[src/hw/cxl_pkg.sv]
// Package of constants and carrier types for the transceiver mode controller
`default_nettype none
package cxl_pkg;
  // ---------------------------------------------------------------------------
  // Register map of the controller (software side)
  // ---------------------------------------------------------------------------
  localparam logic [3:0] CXL_REG_CTRL = 4'h0;
  localparam logic [3:0] CXL_REG_STATUS = 4'h1;
  localparam logic [3:0] CXL_REG_TXDATA = 4'h2;
  localparam logic [3:0] CXL_REG_WAKECNT = 4'h3;
  // CTRL fields
  localparam int CXL_CTRL_STANDBY = 0;
  localparam int CXL_CTRL_LOOPBACK = 1;
  localparam int CXL_CTRL_AUTOWAKE = 2;
  localparam int CXL_CTRL_TXBIT = 3;
  localparam logic [7:0] CXL_CTRL_RESET = 8'h00;
  // STATUS fields
  localparam int CXL_ST_RXLEVEL = 0;
  localparam int CXL_ST_ACTIVITY = 1;
  localparam int CXL_ST_WOKEN = 2;
  localparam int CXL_ST_STANDBY = 3;
  localparam int CXL_ST_LOOPBACK = 4;
  // ---------------------------------------------------------------------------
  // Timing
  // ---------------------------------------------------------------------------
  localparam int CXL_CLK_MHZ = 100;
  localparam int CXL_WAKE_NS = 1500;
  localparam int CXL_WAKE_CYC = (CXL_WAKE_NS * CXL_CLK_MHZ + 999) / 1000;
  localparam logic [7:0] CXL_WAKE_CYC8 = 8'(CXL_WAKE_CYC);

  typedef enum {CXL_ACTIVE, CXL_STANDBY, CXL_WAKING} cxl_mode_t;

  // Pins towards the transceiver
  typedef struct packed {
    logic txd;
    logic modeSelect;
    logic loopbackSelect;
  } cxl_pins_t;
endpackage
`default_nettype wire

[src/hw/cxl_sync.sv]
// Two-stage synchroniser for the receive pin
`default_nettype none
module cxl_sync
  import cxl_pkg::*;
(
  input wire logic clk,
  input wire logic rst_n,
  input wire logic din,
  output logic dout
);
  logic stage1;
  // ---------------------------------------------------------------------------
  // Synchroniser
  // ---------------------------------------------------------------------------
  // Recessive (high) is the safe idle level
  always_ff @(posedge clk or negedge rst_n) begin
    if (!rst_n) begin
      stage1 <= 1'b1;
      dout <= 1'b1;
    end else begin
      stage1 <= din;
      dout <= stage1;
    end
  end
endmodule
`default_nettype wire

[src/hw/cxl_ctrl.sv]
// Host controller driving mode, loopback and transmit pins of a CAN transceiver
// Behaviour
// - Mode select low gives active mode
// - Mode select high gives standby
// - Watch dominant edge, drive mode low
// - Loopback select high blocks transmit
// - Baud search starts at 125 kbps (no search in hardware; software runs it through the CTRL loopback bit)
// - Judge rate from error/received status (no error status here; software judges the rate)
// - Repeat trials, then drive loopback low (loopback pin only follows the CTRL bit that software writes)
//
// Design decisions made here: the strobed register port and the register addresses.
`default_nettype none
module cxl_ctrl
  import cxl_pkg::*;
(
  input wire logic clk,
  input wire logic rst_n,
  input wire logic [3:0] addr,
  input wire logic [7:0] wrData,
  input wire logic wrStrobe,
  input wire logic rdStrobe,
  output logic [7:0] rdData,
  input wire logic protoTxd,
  output logic protoRxd,
  input wire logic rxdPin,
  output cxl_pins_t pins
);
  // ---------------------------------------------------------------------------
  // State
  // ---------------------------------------------------------------------------
  logic [7:0] ctrl;
  logic rxSync;
  logic rxPrev;
  logic activity;
  logic woken;
  logic [7:0] wakeCnt;
  cxl_mode_t mode;
  cxl_mode_t next_mode;
  logic wrCtrl;
  logic clrStatus;
  logic dominantEdge;

  cxl_sync uSync (
    .clk(clk),
    .rst_n(rst_n),
    .din(rxdPin),
    .dout(rxSync)
  );

  assign wrCtrl = wrStrobe && (addr == CXL_REG_CTRL);
  assign clrStatus = wrStrobe && (addr == CXL_REG_STATUS);
  // Falling edge of receive is a dominant bus edge
  assign dominantEdge = rxPrev && !rxSync;

  // ---------------------------------------------------------------------------
  // Control register
  // ---------------------------------------------------------------------------
  // Hardware clears the standby bit on autowake so software sees the mode
  always_ff @(posedge clk or negedge rst_n) begin
    if (!rst_n) begin
      ctrl <= CXL_CTRL_RESET;
    end else if (wrCtrl) begin
      ctrl <= wrData;
    end else if (mode == CXL_STANDBY && dominantEdge && ctrl[CXL_CTRL_AUTOWAKE]) begin
      ctrl[CXL_CTRL_STANDBY] <= 1'b0;
    end
  end

  // ---------------------------------------------------------------------------
  // Mode machine
  // ---------------------------------------------------------------------------
  always_comb begin
    next_mode = mode;
    case (mode)
      CXL_ACTIVE: begin
        if (ctrl[CXL_CTRL_STANDBY]) begin
          next_mode = CXL_STANDBY;
        end
      end
      CXL_STANDBY: begin
        if (!ctrl[CXL_CTRL_STANDBY]) begin
          next_mode = CXL_WAKING;
        end else if (dominantEdge && ctrl[CXL_CTRL_AUTOWAKE]) begin
          next_mode = CXL_WAKING;
        end
      end
      CXL_WAKING: begin
        if (ctrl[CXL_CTRL_STANDBY] && !wrCtrl) begin
          next_mode = CXL_STANDBY;
        end else if (wakeCnt == 8'h00) begin
          next_mode = CXL_ACTIVE;
        end
      end
      default: next_mode = CXL_ACTIVE;
    endcase
  end

  always_ff @(posedge clk or negedge rst_n) begin
    if (!rst_n) begin
      mode <= CXL_ACTIVE;
    end else begin
      mode <= next_mode;
    end
  end

  // Driver needs the wake time before transmit is trusted again
  always_ff @(posedge clk or negedge rst_n) begin
    if (!rst_n) begin
      wakeCnt <= 8'h00;
    end else if (mode != CXL_WAKING) begin
      wakeCnt <= CXL_WAKE_CYC8 - 8'h01;
    end else if (wakeCnt != 8'h00) begin
      wakeCnt <= wakeCnt - 8'h01;
    end
  end

  // ---------------------------------------------------------------------------
  // Activity flags (set wins over clear)
  // ---------------------------------------------------------------------------
  always_ff @(posedge clk or negedge rst_n) begin
    if (!rst_n) begin
      rxPrev <= 1'b1;
      activity <= 1'b0;
      woken <= 1'b0;
    end else begin
      rxPrev <= rxSync;
      if (dominantEdge) begin
        activity <= 1'b1;
      end else if (clrStatus && wrData[CXL_ST_ACTIVITY]) begin
        activity <= 1'b0;
      end
      if (mode == CXL_STANDBY && next_mode == CXL_WAKING && ctrl[CXL_CTRL_STANDBY]) begin
        woken <= 1'b1;
      end else if (clrStatus && wrData[CXL_ST_WOKEN]) begin
        woken <= 1'b0;
      end
    end
  end

  // ---------------------------------------------------------------------------
  // Pin drive
  // ---------------------------------------------------------------------------
  // Registered pins; transmit held recessive outside active mode
  always_ff @(posedge clk or negedge rst_n) begin
    if (!rst_n) begin
      pins.modeSelect <= 1'b0;
      pins.loopbackSelect <= 1'b0;
      pins.txd <= 1'b1;
    end else begin
      pins.modeSelect <= (next_mode == CXL_STANDBY);
      // Software runs the baud trials through this bit
      pins.loopbackSelect <= ctrl[CXL_CTRL_LOOPBACK];
      if (next_mode == CXL_ACTIVE) begin
        pins.txd <= protoTxd & ctrl[CXL_CTRL_TXBIT] ? 1'b1 : protoTxd;
      end else begin
        pins.txd <= 1'b1;
      end
    end
  end

  // Receive passes straight on; the device merges the loopback path
  assign protoRxd = rxSync;

  // ---------------------------------------------------------------------------
  // Read port
  // ---------------------------------------------------------------------------
  always_ff @(posedge clk or negedge rst_n) begin
    if (!rst_n) begin
      rdData <= 8'h00;
    end else if (rdStrobe) begin
      case (addr)
        CXL_REG_CTRL: rdData <= ctrl;
        CXL_REG_STATUS: rdData <= {3'b000, pins.loopbackSelect, mode == CXL_STANDBY,
                                   woken, activity, rxSync};
        CXL_REG_TXDATA: rdData <= {6'b000000, pins.txd, protoTxd};
        CXL_REG_WAKECNT: rdData <= wakeCnt;
        default: rdData <= 8'h00;
      endcase
    end else begin
      rdData <= 8'h00;
    end
  end

  // ---------------------------------------------------------------------------
  // Checks
  // ---------------------------------------------------------------------------
  a_standby_txd_idle: assert property (@(posedge clk) disable iff (!rst_n)
    pins.modeSelect |-> pins.txd) else $error("transmit not recessive in standby");
  a_standby_follows: assert property (@(posedge clk) disable iff (!rst_n)
    (wrCtrl && wrData[CXL_CTRL_STANDBY] && mode == CXL_ACTIVE) |=> ##1 pins.modeSelect)
    else $error("standby not entered");
  a_loop_follows: assert property (@(posedge clk) disable iff (!rst_n)
    wrCtrl |=> ##1 (pins.loopbackSelect == $past(wrData[CXL_CTRL_LOOPBACK], 2)))
    else $error("loopback pin wrong");
  a_wake_on_edge: assert property (@(posedge clk) disable iff (!rst_n)
    (mode == CXL_STANDBY && dominantEdge && ctrl[CXL_CTRL_AUTOWAKE] && !wrCtrl)
    |=> ##[1:2] !pins.modeSelect) else $error("no wake on dominant edge");
  a_wake_time: assert property (@(posedge clk) disable iff (!rst_n)
    (mode == CXL_STANDBY && next_mode == CXL_WAKING) |=> (mode == CXL_WAKING)[*8])
    else $error("wake time too short");
  a_active_txd: assert property (@(posedge clk) disable iff (!rst_n)
    (mode == CXL_ACTIVE && next_mode == CXL_ACTIVE && !protoTxd) |=> !pins.txd)
    else $error("dominant not driven");
  a_rx_passes: assert property (@(posedge clk) disable iff (!rst_n)
    protoRxd == rxSync) else $error("receive path broken");
  a_activity_set: assert property (@(posedge clk) disable iff (!rst_n)
    dominantEdge |=> activity) else $error("activity not flagged");
endmodule
`default_nettype wire

[config.mk]
export PLATFORM = sky130hd
export DESIGN_NAME = cxl_ctrl
export DESIGN_NICKNAME = d
export VERILOG_FILES = /design/src/hw/cxl_pkg.sv /design/src/hw/cxl_sync.sv /design/src/hw/cxl_ctrl.sv
export SDC_FILE = /design/constraint.sdc
export NUM_CORES = 1
export LEC_CHECK = 0
export BUFFER_PORTS_ARGS = -buffer_cell sky130_fd_sc_hd__buf_2
export CAP_MARGIN = 20
export CORE_UTILIZATION = 45
export DETAILED_ROUTE_END_ITERATION = 7
export PLACE_DENSITY = 0.66
export SLEW_MARGIN = 10
export SYNTH_ARGS = -nofsm -noshare
export SYNTH_HDL_FRONTEND = slang
export SYNTH_SLANG_ARGS = --single-unit
[constraint.sdc]
create_clock -name clk -period 2.9 [get_ports clk]
set_clock_uncertainty 0.2 [all_clocks]
set_input_delay 0.58 -clock clk [delete_from_list [all_inputs] [get_ports clk]]
set_output_delay 0.58 -clock clk [all_outputs]
set_load 0.02 [all_outputs]
==> impl_metrics.yaml, run 1 <==
synthesis:
  async_flop_share_pct: 100
  seq_area_frac_synth_pct: 68.2
  synth.top_cell.area_share_pct: 63.7
  synth_top_cell_by_area: "dfrtp_1"
  yosysWarnings: 0
  synth.ff_latch_count: 64
  ys_types: 41
  synthCells: 176
  synth_edf_count: 0
  avgSynthCellArea_um2: 13.4
  synth.top_cells.by_area: "dfrtp_1, dfstp_2, mux2_2, nor2_1, nor4_1"
  yosysMostFrequentCell: "dfrtp_1"
  netlist_top_cells_count: "dfrtp_1, nor2_1, nand2_1, nor4_1, mux2_2"
  synth_flop_cell: "dfrtp_1"
  syn_area_mm2: 0.00236
global_routing:
  grt-busiest-layer: "met2"
  grt_first_pass_wirelength_um: 6570
  antenna_found_initial: 0
  grt_use_met3_pct: 4.88
  met1_usage_pct: 20.5
  grt_max_degree: 38
  grt_overflow: 0
  grt_pass1_vias: 1453
  use_met2_pct: 26.5
  grt_usage_pct: 17.0
setup_path:
  crit_type: "reg2reg"
  max_stage_delay_ns: 0.56
  cp.required_ns: 2.94
  worstPathMaxFanout: 5
  crit_slowest_cell: "or4_4"
  path_cells: "or4_4 > or3_4 > a31oi_4 > a31oi_1"
  cp-end-kind: "register"
  arrival_ns: 2.05
  r2r_setup_slack_ns: 0.90
  start_kind: "register"
sta:
  period_share_pct: 69.0
  relSlewSlack_pct: 47.8
  fin_tns_setup_ns: 0
  finalHoldViolations: 0
  grt_setup_unrepaired: "no"
  fmax_ghz: 0.500
  period_needed_ns: 2.00
  setup_violations: 0
  slew_violations: 0
  worst_hold_slack_ns: 0.129
  tightest_slew_ns: 0.784
clock_tree:
  cts_setup_buffers: 0
  cts_resized: 0
  cts.clk_slew.worst_paths_ns: 0.07
  cts_tree: "done"
  clockBufferDepth: 2
  h-tree-depth: 3
  cts_sinks: 64
  ctsHoldBuffers: 0
  numCtsBuffers: 9
  cts_root_buffer: "clkbuf_8"
  insertion_delay_ns: 0.33
pwr:
  powerDensity_mw_per_mm2: 627
  peakVddDrop_mv: 0.546
  p_leak_nw: 1.38
die:
  die-area_mm2: 0.00553
  die_y_um: 74.4
  io-pin-count: 30
  placeableCoreArea_mm2: 0.00488
  rows: 25
  die_w_um: 74.4
  start_util_pct: 48.3
layout:
  final_core_util_pct: 59.1
  nNetsFinal: 264
  final_cells: 317
  n_antenna_cell: 0
  areaGrowthSynthToFinish_pct: 22.5
  layout-drive-gt1-share_pct: 24.4
routing:
  vias_per_cell: 4.83
  firstDrtPassIters: 4
  ant_nets: 0
  drt-total-wl_um: 3900
  drcViolationCount: 0
  via_count: 1532
  wl_per_cell_um: 12.3
  drt_iter0_markers: 110
run_status:
  outcome: "finished, final reports clean"
worst_hold_path:
  worstHoldPathType: "in2async"
placement:
  place_hpwl_um: 2750
  port_buffers: 29
  dp_cells: 301
  gp_congestion: 0.843
job:
  maxCapViolations: 0
## worst paths after layout
kind                                 to  cells past startpoint    startpoint
hold reg to reg              uSync.dout                      0  uSync.stage1
setup reg to reg                pins[2]                      4    wakeCnt[6]
min in group clk           uSync.stage1                      1        rxdPin
setup / recovery                pins[2]                      4    wakeCnt[6]
max in group asynchronous       mode[6]                      2         rst_n
hold / removal                rdData[4]                      1         rst_n
## report_power, final
part | switching [mW] | internal [mW] | leakage [nW]
clock | 0.308 | 0.393 | 0.0941
sequential | 0.0273 | 0.953 | 0.768
combinational | 0.0718 | 0.0559 | 0.519
## cells by family (layout without fill, tap and decap cells)
group           Yosys count  after routing  share of synthesized area, %
flops                    64             64                          68.2
compound gates           25             25                          7.65
xor+xnor                  4              4                          1.49
simple gates             61             61                          14.4
other cells               1             30                         0.159
mux                      11             11                          6.11
buf+inv                   9             54                          1.43
fa+ha+maj                 1              1                         0.531
## cells in the final DEF, fill, tap and decap left out, types with 3 or more instances in the layout
master	count
dfrtp_1	60
conb_1	30
buf_2	29
nor2_1	15
clkbuf_8	9
nand2_1	8
nor4_1	8
mux2_2	7
a21oi_1	6
inv_1	6
nand3_1	5
a22oi_1	4
o21ai_0	4
dfstp_2	4
nor2b_1	3
and4_1	3
and3_1	3
nand2b_1	3
xnor2_1	3
clkbuf_1	3
clkinv_2	3
buf_4	3
## sequential cells by signal, indices dropped and copies added, names as in the netlist
| register | count |
|---|---|
| mode | 32 |
| ctrl | 8 |
| rdData | 8 |
| wakeCnt | 8 |
| pins | 3 |
| activity | 1 |
| rxPrev | 1 |
| uSync.dout | 1 |
| uSync.stage1 | 1 |
| woken | 1 |
## critical path: cells and delay by family, from the launching register on
family,cells,cell delay [ns]
AO/OA/AOI/OAI,2,0.32
AND/OR/NAND/NOR,2,0.98
flip-flops,1,0.42
## final cells by class
type	instances	area (um2)
multi-input combinational	132	825
timing repair buffer	32	168
clock inverter	4	45.0
inverter	6	22.5
tap	67	83.8
clock buffer	12	135
fill	425	1990
sequential	64	1610
## metrics by stage
step | instance area (um2) | worst slack (ns) | power (mW)
5_1_grt | 2890 | 0.821 | 1.89
2_1_floorplan | 2460 | 0.945 | 1.07
4_1_cts | 2890 | 0.900 | 1.83
3_5_place_dp | 2710 | 0.756 | 1.12
3_3_place_gp | 2710 | 0.788 | 1.12
6_report | 2890 | 0.900 | 1.81
## metal layers
layer	vias up	routed length [um]
met5	-	0
met4	0	99
met3	11	200
met2	49	1900
met1	736	1700
li1	736	-
(Power assumes the default switching activity.)
==> run 2, diff against run 1 <==
--- a/config.mk
+++ b/config.mk
@@ -9,7 +9,7 @@
 export CAP_MARGIN = 20
 export CORE_UTILIZATION = 45
 export DETAILED_ROUTE_END_ITERATION = 7
-export PLACE_DENSITY = 0.66
+export PLACE_DENSITY = 0.68
 export SLEW_MARGIN = 10
 export SYNTH_ARGS = -nofsm -noshare
 export SYNTH_HDL_FRONTEND = slang
==> constraint.sdc (replaced) <==
create_clock -name clk -period 1.7 [get_ports clk]
set_clock_uncertainty 0.2 [all_clocks]
set_input_delay 0.34 -clock clk [delete_from_list [all_inputs] [get_ports clk]]
set_output_delay 0.34 -clock clk [all_outputs]
set_load 0.02 [all_outputs]
==> impl_metrics.yaml, run 2 (same netlist as run 1, synthesis figures left out) <==
setup_path:
  worstPathMaxFanout: 4
  rr_worst_depth: 4
  arrival_ns: 1.98
  crit_type: "reg2reg"
  critPathLaunch: "wakeCnt[6]"
  cp.required_ns: 1.74
  cp-end-kind: "register"
  rr_startpoint: "wakeCnt[6]"
  start_kind: "register"
  r2r_setup_slack_ns: -0.24
  r2r-end: "pins[2]"
routing:
  via_count: 1567
  drt-total-wl_um: 4270
  firstDrtPassIters: 4
  drt_iter0_markers: 72
  drcViolationCount: 0
  vias_per_cell: 4.69
  ant_nets: 0
  wl_per_cell_um: 12.8
die:
  die_w_um: 74.4
  rows: 25
  die-area_mm2: 0.00553
  placeableCoreArea_mm2: 0.00488
  die_y_um: 74.4
  io-pin-count: 30
  start_util_pct: 48.3
sta:
  finalHoldViolations: 0
  tightest_slew_ns: 0.556
  setup_violations: 10
  period_share_pct: 114
  period_needed_ns: 1.94
  grt_setup_unrepaired: "yes"
  fmax_ghz: 0.517
  slew_violations: 0
  relSlewSlack_pct: 62.5
  layout_setup_ws_ns: -0.235
global_routing:
  grt-busiest-layer: "met2"
  antenna_found_initial: 0
  grt_pass1_vias: 1589
  grt_use_met3_pct: 7.59
  use_met2_pct: 29.5
  met1_usage_pct: 21.6
  grt_overflow: 0
  grt_max_degree: 65
  grt_first_pass_wirelength_um: 7250
  grt_usage_pct: 18.6
clock_tree:
  cts_root_buffer: "clkbuf_8"
  cts.clk_slew.worst_paths_ns: 0.07
  insertion_delay_ns: 0.34
  clockBufferDepth: 2
  h-tree-depth: 3
  cts_sinks: 64
  cts_tree: "done"
  numCtsBuffers: 9
layout:
  top_register: "mode"
  fillerInstances: 369
  nNetsFinal: 281
  areaGrowthSynthToFinish_pct: 35.1
  final_common_cell: "dfrtp_1"
  multiInputGateArea_um2: 922
  layout-drive-gt1-share_pct: 34.8
  final_cells: 334
  largest_reg_flops: 32
  final-seq-area_mm2: 0.00161
  stdcell_area_mm2: 0.00318
  layout.cells.most_common_list: "dfrtp_1, conb_1, buf_2"
  n_antenna_cell: 0
job:
  maxCapViolations: 0
placement:
  dp_cells: 313
  place_hpwl_um: 2840
  port_buffers: 29
  place_ws_ns: -0.236
  gp_congestion: 0.912
  postPlaceCellArea_mm2: 0.00281
pwr:
  peakVddDrop_mv: 0.773
  p_leak_nw: 1.51
  powerDensity_mw_per_mm2: 1040
  p_total_mw: 3.31
worst_hold_path:
  hold_path_depth: 2
  worstHoldStart: "wrData[6]"
  min_to: "ctrl[6]"
  worstHoldPathType: "in2reg"
run_status:
  outcome: "finished with violations"
  violations: "negative setup slack"
## run 2: changes by cell type in the layout (fill, tap and decap cells not counted), moves of 2 or more
| cell | delta |
|---|---|
| nor4_2 | +3 |
| buf_4 | +10 |
| nor4_1 | -4 |
| buf_6 | +4 |
| clkbuf_1 | -3 |
| dlygate4sd3_1 | +2 |
| nor2_1 | -2 |
## run 2: report_power, final
| part | total, mW | internal, mW | switching, mW |
|---|---|---|---|
| Sequential | 1.68 | 1.63 | 0.0521 |
| Clock | 1.41 | 0.826 | 0.579 |
| Combinational | 0.228 | 0.102 | 0.126 |
## run 2: worst max-delay path, stage by stage (launching register included)
cell,delay (ns)
dfrtp_1,0.38
or4_4,0.55
or3_4,0.43
a31oi_4,0.18
a31oi_1,0.11
## run 2: how the worst max path moves through the flow
| stage | end | slack, ns | cells past startpoint |
|---|---|---|---|
| floorplan | woken | -0.20 | 4 |
| global placement | woken | -0.20 | 4 |
| detailed placement | woken | -0.24 | 4 |
| CTS | woken | -0.23 | 4 |
| global route | pins[2] | -0.27 | 4 |
| finish | pins[2] | -0.24 | 4 |
## run 2: timing repair
action | 4_1_cts | 5_1_grt
gates cloned | 0 | 0
gates resized for setup | 6 | 18
pin swaps | 5 | 8
endpoints found under the hold margin | 61 | 0
setup buffers | 1 | 2
hold buffers | 2 | 0
setup endpoints to repair | 10 | 15
## run 2: metal layers
metal  vias up  wire (um)
met4         0        118
met3        16        262
met1       733       1820
li1        771          -
met5         -          0
met2        47       2070
## run 2: cell type report
type | instances | share of cell area [%]
flip-flops and latches | 64 | 50.5
clock inverters | 7 | 2.99
repair buffers | 49 | 10.3
clock buffers | 9 | 3.89
multi-input cells | 132 | 29.0
inverters | 6 | 0.708
well taps | 67 | 2.63
## run 2: per-stage QoR
step	TNS [ns]	util [%]	hold slack (ns)
6_report	-1.43	65.2	0.0297
5_1_grt	-2.51	65.2	0.0260
4_1_cts	-1.38	63.4	0.0170
3_5_place_dp	-1.63	57.6	0.149
3_3_place_gp	-1.63	57.6	0.145
2_1_floorplan	-1.12	-	-0.156
